--- src/design/dispif_pkg.sv ---
package dispif_pkg;

  // ----------------------------------------
  // Clock rates
  // ----------------------------------------
  localparam int CORE_CLOCK_KHZ = 50000;
  localparam int PIXEL_CLOCK_KHZ = 27000;
  localparam logic [16:0] PIX_STEP = 17'(PIXEL_CLOCK_KHZ);
  localparam logic [16:0] PIX_WRAP = 17'(CORE_CLOCK_KHZ);

  // ----------------------------------------
  // Counts and sizes
  // ----------------------------------------
  localparam int PAUSE_MIN_CYC = 4;
  localparam int PAUSE_MAX_CYC = 19;
  localparam logic [4:0] PAUSE_BASE = 5'(PAUSE_MIN_CYC);
  localparam int FIFO_DEPTH_DEF = 8;
  localparam int DATA_W_DEF = 16;
  localparam int BE_W = 2;
  localparam int ENT_XTRA = 2 + BE_W;

  // ----------------------------------------
  // Values after reset
  // ----------------------------------------
  localparam logic RST_INACTIVE = 1'b1;
  localparam logic [1:0] RST_BE_N = 2'b11;

  // ----------------------------------------
  // Modes and states
  // ----------------------------------------
  typedef enum logic [1:0] {
    MODE_OFF = 2'b00,
    MODE_TV = 2'b01,
    MODE_PAR = 2'b10
  } if_mode_e;

  typedef enum logic [1:0] {
    BURST_PLAIN = 2'b00,
    BURST_CLOCKED = 2'b01,
    BURST_SINGLE = 2'b10
  } burst_mode_e;

  typedef enum logic [2:0] {
    P_IDLE = 3'b000,
    P_ACCESS = 3'b001,
    P_HOLD = 3'b010,
    P_GAP = 3'b011,
    P_PAUSE = 3'b100
  } par_state_e;

endpackage

--- src/design/display_port.sv ---
// ----------------------------------------
// Data FIFO
// ----------------------------------------
module disp_fifo #(
  parameter int WIDTH = 8,
  parameter int DEPTH = 8
) (
  // Clock and reset
  input wire logic clock_i,
  input wire logic reset_n_i,
  // Fill side
  input wire logic in_valid_i,
  output logic in_ready_o,
  input wire logic [WIDTH-1:0] in_data_i,
  // Drain side
  output logic out_valid_o,
  input wire logic out_ready_i,
  output logic [WIDTH-1:0] out_data_o
);
  localparam int AW = $clog2(DEPTH);

  if (DEPTH < 2 || (1 << AW) != DEPTH) begin : g_chk
    $error("FIFO depth must be a power of two");
  end

  logic [WIDTH-1:0] mem_q [DEPTH];
  logic [AW-1:0] wr_q;
  logic [AW-1:0] rd_q;
  logic [AW:0] cnt_q;
  logic [AW:0] cnt_d;
  logic ready_q;
  logic push;
  logic pop;

  assign push = in_valid_i && ready_q;
  assign pop = out_ready_i && (cnt_q != '0);
  assign in_ready_o = ready_q;
  assign out_valid_o = (cnt_q != '0);
  assign out_data_o = mem_q[rd_q];

  always_comb begin
    cnt_d = cnt_q;
    if (push && !pop) begin
      cnt_d = cnt_q + 1'b1;
    end else if (pop && !push) begin
      cnt_d = cnt_q - 1'b1;
    end
  end

  always_ff @(posedge clock_i) begin
    if (push) begin
      mem_q[wr_q] <= in_data_i;
    end
  end

  always_ff @(posedge clock_i) begin
    if (!reset_n_i) begin
      wr_q <= '0;
      rd_q <= '0;
      cnt_q <= '0;
      ready_q <= 1'b1;
    end else begin
      if (push) begin
        wr_q <= wr_q + 1'b1;
      end
      if (pop) begin
        rd_q <= rd_q + 1'b1;
      end
      cnt_q <= cnt_d;
      ready_q <= (cnt_d != (AW + 1)'(DEPTH));
    end
  end
endmodule

// Overview of operation
// - One eight-bit component per pixel clock
// - Component bits 7..0 on lanes 17..10
// - Pixel clock averages 27 MHz
// - Line, field and valid strobes active low
// - Line sync low one pixel per row
// - Field sync low one or more pixels
// - Odd field edges coincide, even ones not
// - Pixel data only while line sync high
// - System 80/68k, type 1/2, byte enables
// - Source marks burst length with last flag
// - Type 1: select qualifies, direction lines steady
// - Type 2: strobes qualify, select held
// - Clocked burst: burst clock qualifies, select held
// - Clocked burst end: all controls inactive
// - Single access: one idle period between
// - Pause of 4 to 19 cycles between bursts
// - Read wait states stretch read to two, three or four periods
// - Control polarity programmable, active low reference
// - Read strobe between up and down points
// - Write strobe between up and down points
// - Period is ceiling of setting over clock setting
// - Up and down points rounded up halves
module display_port
  import dispif_pkg::*;
#(
  parameter int DATA_W = DATA_W_DEF,
  parameter int FIFO_DEPTH = FIFO_DEPTH_DEF
) (
  // Clock and reset
  input wire logic clock_i,
  input wire logic reset_n_i,
  // Configuration
  input wire logic [1:0] if_mode_i,
  input wire logic par_style_68k_i,
  input wire logic par_type2_i,
  input wire logic [1:0] burst_mode_i,
  input wire logic use_byte_en_i,
  input wire logic [3:0] signal_polarity_control_i,
  input wire logic [3:0] pause_setting_i,
  input wire logic [1:0] read_wait_setting_i,
  // Access timing
  input wire logic [7:0] core_clock_period_setting_i,
  input wire logic [11:0] read_period_setting_i,
  input wire logic [11:0] write_period_setting_i,
  input wire logic [10:0] read_up_setting_i,
  input wire logic [10:0] read_down_setting_i,
  input wire logic [10:0] write_up_setting_i,
  input wire logic [10:0] write_down_setting_i,
  input wire logic [11:0] read_point_setting_i,
  // TV raster
  input wire logic [11:0] tv_line_total_i,
  input wire logic [11:0] tv_active_first_i,
  input wire logic [11:0] tv_active_count_i,
  input wire logic [10:0] tv_field_lines_i,
  input wire logic [7:0] tv_field_sync_width_i,
  // Source stream
  input wire logic src_valid_i,
  output logic src_ready_o,
  input wire logic [DATA_W-1:0] src_data_i,
  input wire logic src_read_i,
  input wire logic src_last_i,
  input wire logic [BE_W-1:0] src_be_i,
  // Read return
  output logic rd_valid_o,
  output logic [DATA_W-1:0] rd_data_o,
  // TV encoder pins
  output logic tv_pixel_clock_o,
  output logic line_sync_out_o,
  output logic field_sync_out_o,
  output logic pixel_valid_out_o,
  output logic [17:10] tv_data_lanes_o,
  // Parallel port pins
  output logic display_select_n_o,
  output logic write_strobe_n_o,
  output logic read_strobe_n_o,
  output logic burst_clock_out_o,
  output logic [BE_W-1:0] byte_enable_n_o,
  input wire logic [DATA_W-1:0] par_data_i,
  output logic [DATA_W-1:0] par_data_o,
  output logic par_data_oe_o
);
  localparam int EW = DATA_W + ENT_XTRA;

  if (DATA_W < 8 || DATA_W > 32) begin : g_chk
    $error("DATA_W must lie between 8 and 32");
  end

  // ----------------------------------------
  // Data FIFO
  // ----------------------------------------
  logic f_valid;
  logic f_ready;
  logic [EW-1:0] f_data;
  logic f_last;
  logic f_rd;
  logic [BE_W-1:0] f_be;
  logic [DATA_W-1:0] f_word;

  assign {f_last, f_rd, f_be, f_word} = f_data;

  disp_fifo #(.WIDTH(EW), .DEPTH(FIFO_DEPTH)) disp_fifo_i (
    .clock_i(clock_i),
    .reset_n_i(reset_n_i),
    .in_valid_i(src_valid_i),
    .in_ready_o(src_ready_o),
    .in_data_i({src_last_i, src_read_i, src_be_i, src_data_i}),
    .out_valid_o(f_valid),
    .out_ready_i(f_ready),
    .out_data_o(f_data)
  );

  // ----------------------------------------
  // Pixel clock enable
  // ----------------------------------------
  logic [16:0] acc_q;
  logic [16:0] acc_sum;
  logic pix_en_q;
  logic tv_on;

  assign tv_on = (if_mode_i == MODE_TV);
  assign acc_sum = acc_q + PIX_STEP;

  always_ff @(posedge clock_i) begin
    if (!reset_n_i || !tv_on) begin
      acc_q <= '0;
      pix_en_q <= 1'b0;
    end else if (acc_sum >= PIX_WRAP) begin
      acc_q <= acc_sum - PIX_WRAP;
      pix_en_q <= 1'b1;
    end else begin
      acc_q <= acc_sum;
      pix_en_q <= 1'b0;
    end
  end

  // ----------------------------------------
  // TV raster
  // ----------------------------------------
  logic [11:0] h_q;
  logic [10:0] v_q;
  logic odd_q;
  logic out_odd_q;
  logic [7:0] vs_cnt_q;
  logic [11:0] half_c;
  logic vs_start;
  logic tv_win;
  logic tv_pop;

  assign half_c = (tv_line_total_i[11:1] == '0) ? 12'h001 : {1'b0, tv_line_total_i[11:1]};
  assign vs_start = (v_q == '0) && (odd_q ? (h_q == '0) : (h_q == half_c));
  assign tv_win = (h_q != '0) && (h_q >= tv_active_first_i)
    && ({1'b0, h_q} < {1'b0, tv_active_first_i} + {1'b0, tv_active_count_i});
  assign tv_pop = pix_en_q && tv_on && tv_win && f_valid;

  always_ff @(posedge clock_i) begin
    if (!reset_n_i || !tv_on) begin
      h_q <= '0;
      v_q <= '0;
      odd_q <= 1'b1;
    end else if (pix_en_q) begin
      if (h_q >= tv_line_total_i - 12'h001) begin
        h_q <= '0;
        if (v_q >= tv_field_lines_i - 11'h001) begin
          v_q <= '0;
          odd_q <= !odd_q;
        end else begin
          v_q <= v_q + 11'h001;
        end
      end else begin
        h_q <= h_q + 12'h001;
      end
    end
  end

  always_ff @(posedge clock_i) begin
    if (!reset_n_i) begin
      tv_pixel_clock_o <= 1'b0;
      line_sync_out_o <= RST_INACTIVE;
      field_sync_out_o <= RST_INACTIVE;
      pixel_valid_out_o <= RST_INACTIVE;
      tv_data_lanes_o <= '0;
      vs_cnt_q <= '0;
      out_odd_q <= 1'b1;
    end else if (!tv_on) begin
      tv_pixel_clock_o <= 1'b0;
      line_sync_out_o <= 1'b1;
      field_sync_out_o <= 1'b1;
      pixel_valid_out_o <= 1'b1;
      vs_cnt_q <= '0;
    end else begin
      tv_pixel_clock_o <= pix_en_q;
      if (pix_en_q) begin
        line_sync_out_o <= (h_q != '0);
        pixel_valid_out_o <= !tv_pop;
        out_odd_q <= odd_q;
        if (tv_pop) begin
          tv_data_lanes_o <= f_word[7:0];
        end
        if (vs_start) begin
          field_sync_out_o <= 1'b0;
          vs_cnt_q <= (tv_field_sync_width_i == '0) ? 8'h00 : tv_field_sync_width_i - 8'h01;
        end else if (vs_cnt_q != '0) begin
          field_sync_out_o <= 1'b0;
          vs_cnt_q <= vs_cnt_q - 8'h01;
        end else begin
          field_sync_out_o <= 1'b1;
        end
      end
    end
  end

  // ----------------------------------------
  // Parallel access timing
  // ----------------------------------------
  function automatic logic [12:0] ceil_div(input logic [12:0] n, input logic [7:0] d);
    logic [12:0] dd;
    dd = (d == '0) ? 13'h0001 : {5'h00, d};
    ceil_div = (n + dd - 13'h0001) / dd;
  endfunction

  par_state_e st_q;
  logic cur_rd_q;
  logic cur_last_q;
  logic [BE_W-1:0] cur_be_q;
  logic [DATA_W-1:0] cur_data_q;
  logic [13:0] ph_q;
  logic [13:0] cyc_q;
  logic [4:0] pause_q;
  logic [13:0] per_c;
  logic [13:0] wadd_c;
  logic [13:0] up_c;
  logic [13:0] dn_c;
  logic [13:0] len_c;
  logic [13:0] rpt_c;
  logic [12:0] raw_per;

  always_comb begin
    raw_per = ceil_div({1'b0, cur_rd_q ? read_period_setting_i : write_period_setting_i},
      core_clock_period_setting_i);
    per_c = (raw_per == '0) ? 14'h0001 : {1'b0, raw_per};
    wadd_c = cur_rd_q ? 14'(per_c * read_wait_setting_i) : 14'h0000;
    up_c = 14'(ceil_div({1'b0, cur_rd_q ? read_up_setting_i : write_up_setting_i, 1'b0},
      core_clock_period_setting_i) + 13'h0001) >> 1;
    dn_c = (14'(ceil_div({1'b0, cur_rd_q ? read_down_setting_i : write_down_setting_i, 1'b0},
      core_clock_period_setting_i) + 13'h0001) >> 1) + wadd_c;
    len_c = per_c + wadd_c;
    rpt_c = {1'b0, ceil_div({1'b0, read_point_setting_i}, core_clock_period_setting_i)}
      + wadd_c;
  end

  // ----------------------------------------
  // Parallel sequencer
  // ----------------------------------------
  logic par_on;
  logic single;
  logic done_c;
  logic par_pop;

  assign par_on = (if_mode_i == MODE_PAR);
  assign single = (burst_mode_i == BURST_SINGLE);
  assign done_c = (st_q == P_ACCESS) && (ph_q >= len_c - 14'h0001);
  assign par_pop = par_on && f_valid && ((st_q == P_IDLE) || (st_q == P_HOLD)
    || (done_c && !cur_last_q && !single));
  assign f_ready = par_pop || tv_pop;

  always_ff @(posedge clock_i) begin
    if (!reset_n_i) begin
      st_q <= P_IDLE;
      ph_q <= '0;
      pause_q <= '0;
    end else begin
      unique case (st_q)
        P_IDLE, P_HOLD: begin
          if (par_pop) begin
            st_q <= P_ACCESS;
            ph_q <= '0;
          end
        end
        P_ACCESS: begin
          if (!done_c) begin
            ph_q <= ph_q + 14'h0001;
          end else if (single) begin
            st_q <= P_GAP;
            ph_q <= '0;
          end else if (cur_last_q) begin
            st_q <= P_PAUSE;
            pause_q <= PAUSE_BASE + {1'b0, pause_setting_i};
          end else if (par_pop) begin
            ph_q <= '0;
          end else begin
            st_q <= P_HOLD;
          end
        end
        P_GAP: begin
          ph_q <= ph_q + 14'h0001;
          if (ph_q >= per_c - 14'h0001) begin
            st_q <= P_IDLE;
          end
        end
        P_PAUSE: begin
          pause_q <= pause_q - 5'h01;
          if (pause_q <= 5'h01) begin
            st_q <= P_IDLE;
          end
        end
        default: st_q <= P_IDLE;
      endcase
    end
  end

  always_ff @(posedge clock_i) begin
    if (!reset_n_i) begin
      cur_rd_q <= 1'b0;
      cur_last_q <= 1'b0;
      cur_be_q <= '0;
      cur_data_q <= '0;
      cyc_q <= '0;
    end else if (par_pop) begin
      cur_rd_q <= f_rd;
      cur_last_q <= f_last || single;
      cur_be_q <= f_be;
      cur_data_q <= f_word;
      cyc_q <= '0;
    end else if (st_q == P_ACCESS) begin
      cyc_q <= cyc_q + 14'h0001;
    end
  end

  // ----------------------------------------
  // Control encoding
  // ----------------------------------------
  logic act;
  logic strobe;
  logic cs_raw;
  logic wr_raw;
  logic rd_raw;
  logic bclk_raw;

  assign act = (st_q == P_ACCESS) || (st_q == P_HOLD);
  assign strobe = (st_q == P_ACCESS) && (ph_q >= up_c) && (ph_q < dn_c);

  always_comb begin
    cs_raw = act;
    wr_raw = act && !cur_rd_q;
    rd_raw = act && cur_rd_q;
    bclk_raw = 1'b0;
    if (burst_mode_i == BURST_CLOCKED) begin
      bclk_raw = strobe;
    end else if (!par_type2_i) begin
      cs_raw = strobe;
      if (par_style_68k_i) begin
        rd_raw = act;
      end
    end else if (par_style_68k_i) begin
      rd_raw = strobe;
    end else begin
      wr_raw = strobe && !cur_rd_q;
      rd_raw = strobe && cur_rd_q;
    end
  end

  always_ff @(posedge clock_i) begin
    if (!reset_n_i) begin
      display_select_n_o <= RST_INACTIVE;
      write_strobe_n_o <= RST_INACTIVE;
      read_strobe_n_o <= RST_INACTIVE;
      burst_clock_out_o <= RST_INACTIVE;
      byte_enable_n_o <= RST_BE_N;
      par_data_o <= '0;
      par_data_oe_o <= 1'b0;
      rd_valid_o <= 1'b0;
      rd_data_o <= '0;
    end else begin
      display_select_n_o <= !(cs_raw ^ signal_polarity_control_i[0]);
      write_strobe_n_o <= !(wr_raw ^ signal_polarity_control_i[1]);
      read_strobe_n_o <= !(rd_raw ^ signal_polarity_control_i[2]);
      burst_clock_out_o <= !(bclk_raw ^ signal_polarity_control_i[3]);
      byte_enable_n_o <= (use_byte_en_i && act) ? ~cur_be_q : RST_BE_N;
      par_data_o <= cur_data_q;
      par_data_oe_o <= act && !cur_rd_q;
      rd_valid_o <= (st_q == P_ACCESS) && cur_rd_q && (ph_q == rpt_c);
      if ((st_q == P_ACCESS) && cur_rd_q && (ph_q == rpt_c)) begin
        rd_data_o <= par_data_i;
      end
    end
  end
endmodule

--- config.mk ---
export PLATFORM = sky130hd
export DESIGN_NAME = display_port
export DESIGN_NICKNAME = d
export VERILOG_FILES = /design/src/design/dispif_pkg.sv /design/src/design/display_port.sv
export SDC_FILE = /design/constraint.sdc
export NUM_CORES = 2
export LEC_CHECK = 0
export BUFFER_PORTS_ARGS = -buffer_cell sky130_fd_sc_hd__clkbuf_2
export CORE_UTILIZATION = 55
export DETAILED_ROUTE_END_ITERATION = 8
export PLACE_DENSITY = 0.73
export SLEW_MARGIN = 20
export SYNTH_ARGS = -nofsm -noshare
export SYNTH_HDL_FRONTEND = slang
export SYNTH_SLANG_ARGS = --single-unit
export TNS_END_PERCENT = 20
--- constraint.sdc ---
create_clock -name clock_i -period 47.1 [get_ports clock_i]
set_clock_uncertainty 0.15 [all_clocks]
set_input_delay 0 -clock clock_i [delete_from_list [all_inputs] [get_ports clock_i]]
set_output_delay 0 -clock clock_i [all_outputs]
set_load 0.01 [all_outputs]
==> metrics.csv <==
stage,metric,value,unit
die,die_area,69700,um^2
synthesis,post-synth-top-count-cell,ha_1,
clock_network,path_clk_slew,0.07,ns
critical_path,path_max_fanout,29,
layout,finalNonFillerCells,5683,
sta,slew-limit-headroom,0.312,
clock_network,cts_made_buffers,28,
critical_path,reg2regPathDepth,158,
critical_path,path_class,flip-flop to flip-flop,
synthesis,synth_top_area_share,0.192,
critical_path,cp-start-kind,flip-flop,
synthesis,ys_seq_elements,315,
synthesis,synth_cells,4486,
synthesis,synth_common_cells,"ha_1 (580), nor2_1 (441), inv_1 (319)",
synthesis,synth_edf_count,160,
grt,grt_usage,0.289,
sta,tightest_slew,1.03,ns
critical_path,cp_slowest_stage_delay,0.70,ns
die,io_pins,252,
sta,rsz0062_at_grt,no,
synthesis,synth_top_family_by_area,compound AO/OA/AOI/OAI gates,
run,cap_violations,0,
sta,min_period,35.35,ns
synthesis,yosys.area.top_type,ha_1,
die,start_util,0.559,
clock_network,cts_root_buffer,clkbuf_16,
critical_path,crit_top_cell,ha_1,
min_path,min_to,st_q[0]$_SDFFE_PN0P_,
route,dr.pass1.iters,5,
clock_network,clk_path_buf_depth,3,
synthesis,synth_ff_type,edfxtp_1,
layout,seqCellArea,7910,um^2
min_path,hold_path_depth,5,
route,vias_per_cell,6.09,
layout,area_growth,10.8,%
critical_path,r2r_slack,11.75,ns
synthesis,synth_area_leaders,"ha_1 (19%), edfxtp_1 (13%), dfxtp_1 (8.2%)",
route,final_antenna_net_count,0,
min_path,worstHoldStart,burst_mode_i[0],
synthesis,ys_types,112,
die,core,67500,um^2
clock_network,worstSkewPairLatency,0.58,ns
layout,multi_input_area,28300,um^2
clock_network,cts_tree,built,
synthesis,synth-async-reset-ratio,0,
synthesis,synth-simple-area-share,0.184,
placement,hpwl,78900,um
synthesis,syn_area,37700,um^2
sta,slew_violations,0,
clock_network,cts_max_level,1,
route,vias,34600,
sta,period_share,0.751,
sta,fmax,0.0283,GHz
grt,grt_max_degree,74,
sta,hold_viol,0,
grt,grt_remaining_overflow,0,
placement,routabilityCongestion,0.960,
synthesis,synth-compound-area-share,0.208,
synthesis,synth_nets,5274,
critical_path,cp_slowest_cell,dfxtp_4,
route,wl_per_cell,18.4,um
route,drt_iter0_markers,2513,
layout,drive_gt1_frac,0.123,
critical_path,reg2reg_from,cur_rd_q$_SDFFE_PN0P_,
critical_path,crit-reg2reg-capture,disp_fifo_i.cnt_q[1]$_SDFF_PN0_,
die,dieWidth,264,um
synthesis,synth.area.mux_share,0.0785,
sta,fin_tns_setup,0,ns
sta,setup_viol,0,
critical_path,crit_path_start,cur_rd_q$_SDFFE_PN0P_,
clock_network,clock-sinks,315,
critical_path,critical_path.endpoint_type,flip-flop,
grt,antenna_found_initial,1,
placement,place.port_buffers,251,
synthesis,yosysSeqAreaShare,0.210,
route,wl,104000,um
die,core.rowCount,95,
synthesis,synthXorXnorAreaFrac,0.0793,
status,status,"finished, final reports clean",
critical_path,arrival,35.65,ns
placement,placed_cells,5551,
layout,nets,5575,
min_path,holdCritPathClass,input pin to flip-flop,
die,die_h,264,um
grt,grt_pass1_vias,32200,
synthesis,synthAdderAreaFrac,0.198,
synthesis,postSynthAreaPerCell,8.41,um^2
grt,grt_pass1_wl,167000,um
route,drc,0,
synthesis,ys.warnings.count,0,
layout,fillers,5784,
critical_path,cp.required,47.40,ns
==> per-stage QoR <==
stage | util | setup slack (ns) | hold slack [ns] | cell area [um^2]
after floorplan | - | 14.18 | -0.0563 | 37700
after global placement | 0.593 | 13.56 | 0.0478 | 40100
after detailed placement | 0.593 | 12.49 | 0.0657 | 40100
after CTS | 0.619 | 12.28 | 0.0180 | 41800
after global routing | 0.619 | 8.40 | 0.0705 | 41800
final | 0.619 | 11.75 | 0.0481 | 41800
==> registers in the layout, indices dropped and copies added, names as in the netlist, 4 cells and up, named ones only <==
register           flops
disp_fifo_i.mem_q    160
cur_data_q            16
par_data_o            16
rd_data_o             16
acc_q                 14
ph_q                  14
h_q                   12
v_q                   11
tv_data_lanes_o        8
vs_cnt_q               8
pause_q                5
disp_fifo_i.cnt_q      4
==> worst max-delay path, delay by kind of cell (launching register included) <==
| family | cells | cell delay (ns) |
|---|---|---|
| buffers and inverters | 15 | 3.42 |
| flip-flops | 1 | 0.70 |
| multiplexers | 1 | 0.27 |
| adder cells (fa/ha/maj) | 21 | 6.46 |
| AO/OA/AOI/OAI | 79 | 17.01 |
| XOR/XNOR | 4 | 0.57 |
| AND/OR/NAND/NOR | 38 | 6.63 |
==> cell type report <==
cell class,instances,area share
multi-input combinational,3747,0.676
inverter,324,0.0291
antenna,1,0.0000599
clock buffer,45,0.0213
clock inverter,7,0.00171
tap,873,0.0261
sequential,315,0.189
timing repair buffer,371,0.0563
==> cell usage in the layout, fill, tap and decap left out, types with 117 or more instances in the layout <==
| cell | count |
|---|---|
| ha_1 | 580 |
| xnor2_1 | 220 |
| dfxtp_1 | 152 |
| nor2_1 | 438 |
| edfxtp_1 | 160 |
| o21ai_0 | 222 |
| a21o_1 | 141 |
| xor2_1 | 117 |
| a21oi_1 | 283 |
| nand2_1 | 290 |
| nor3_1 | 148 |
| clkbuf_2 | 252 |
| o21a_1 | 132 |
| inv_1 | 313 |
==> repair_timing <==
item                       in CTS  in global routing
gates resized for setup         0                  0
hold buffers                   79                  0
buffers inserted                0                  0
setup endpoints to repair       0                  0
hold endpoints to repair      226                  0
==> cell families after synthesis <==
group / count (synthesis)
XOR/XNOR: 339
buffers and inverters: 424
multiplexers: 234
other: 1
adder cells (fa/ha/maj): 591
flip-flops: 315
AO/OA/AOI/OAI: 1175
AND/OR/NAND/NOR: 1407
==> per-layer routing <==
layer  vias to the layer above  GRT usage  share of wire
met5                         -          0              0
met4                         0     0.0611          0.021
met3                       153     0.0282          0.057
met2                      1004      0.493           0.47
met1                     16300      0.394           0.45
li1                      17100          -              -
==> how the worst max path moves through the flow <==
stage / end / slack [ns]
after global routing: disp_fifo_i.cnt_q[1]$_SDFF_PN0_ / 8.40
final: disp_fifo_i.cnt_q[1]$_SDFF_PN0_ / 11.75
after global placement: disp_fifo_i.cnt_q[1]$_SDFF_PN0_ / 13.56
after CTS: disp_fifo_i.cnt_q[1]$_SDFF_PN0_ / 12.28
after floorplan: disp_fifo_i.cnt_q[2]$_SDFF_PN0_ / 14.18
after detailed placement: disp_fifo_i.cnt_q[1]$_SDFF_PN0_ / 12.49
Power is not shown: default switching activity piles up to over one toggle a cycle in this logic, so the estimate is an artifact.
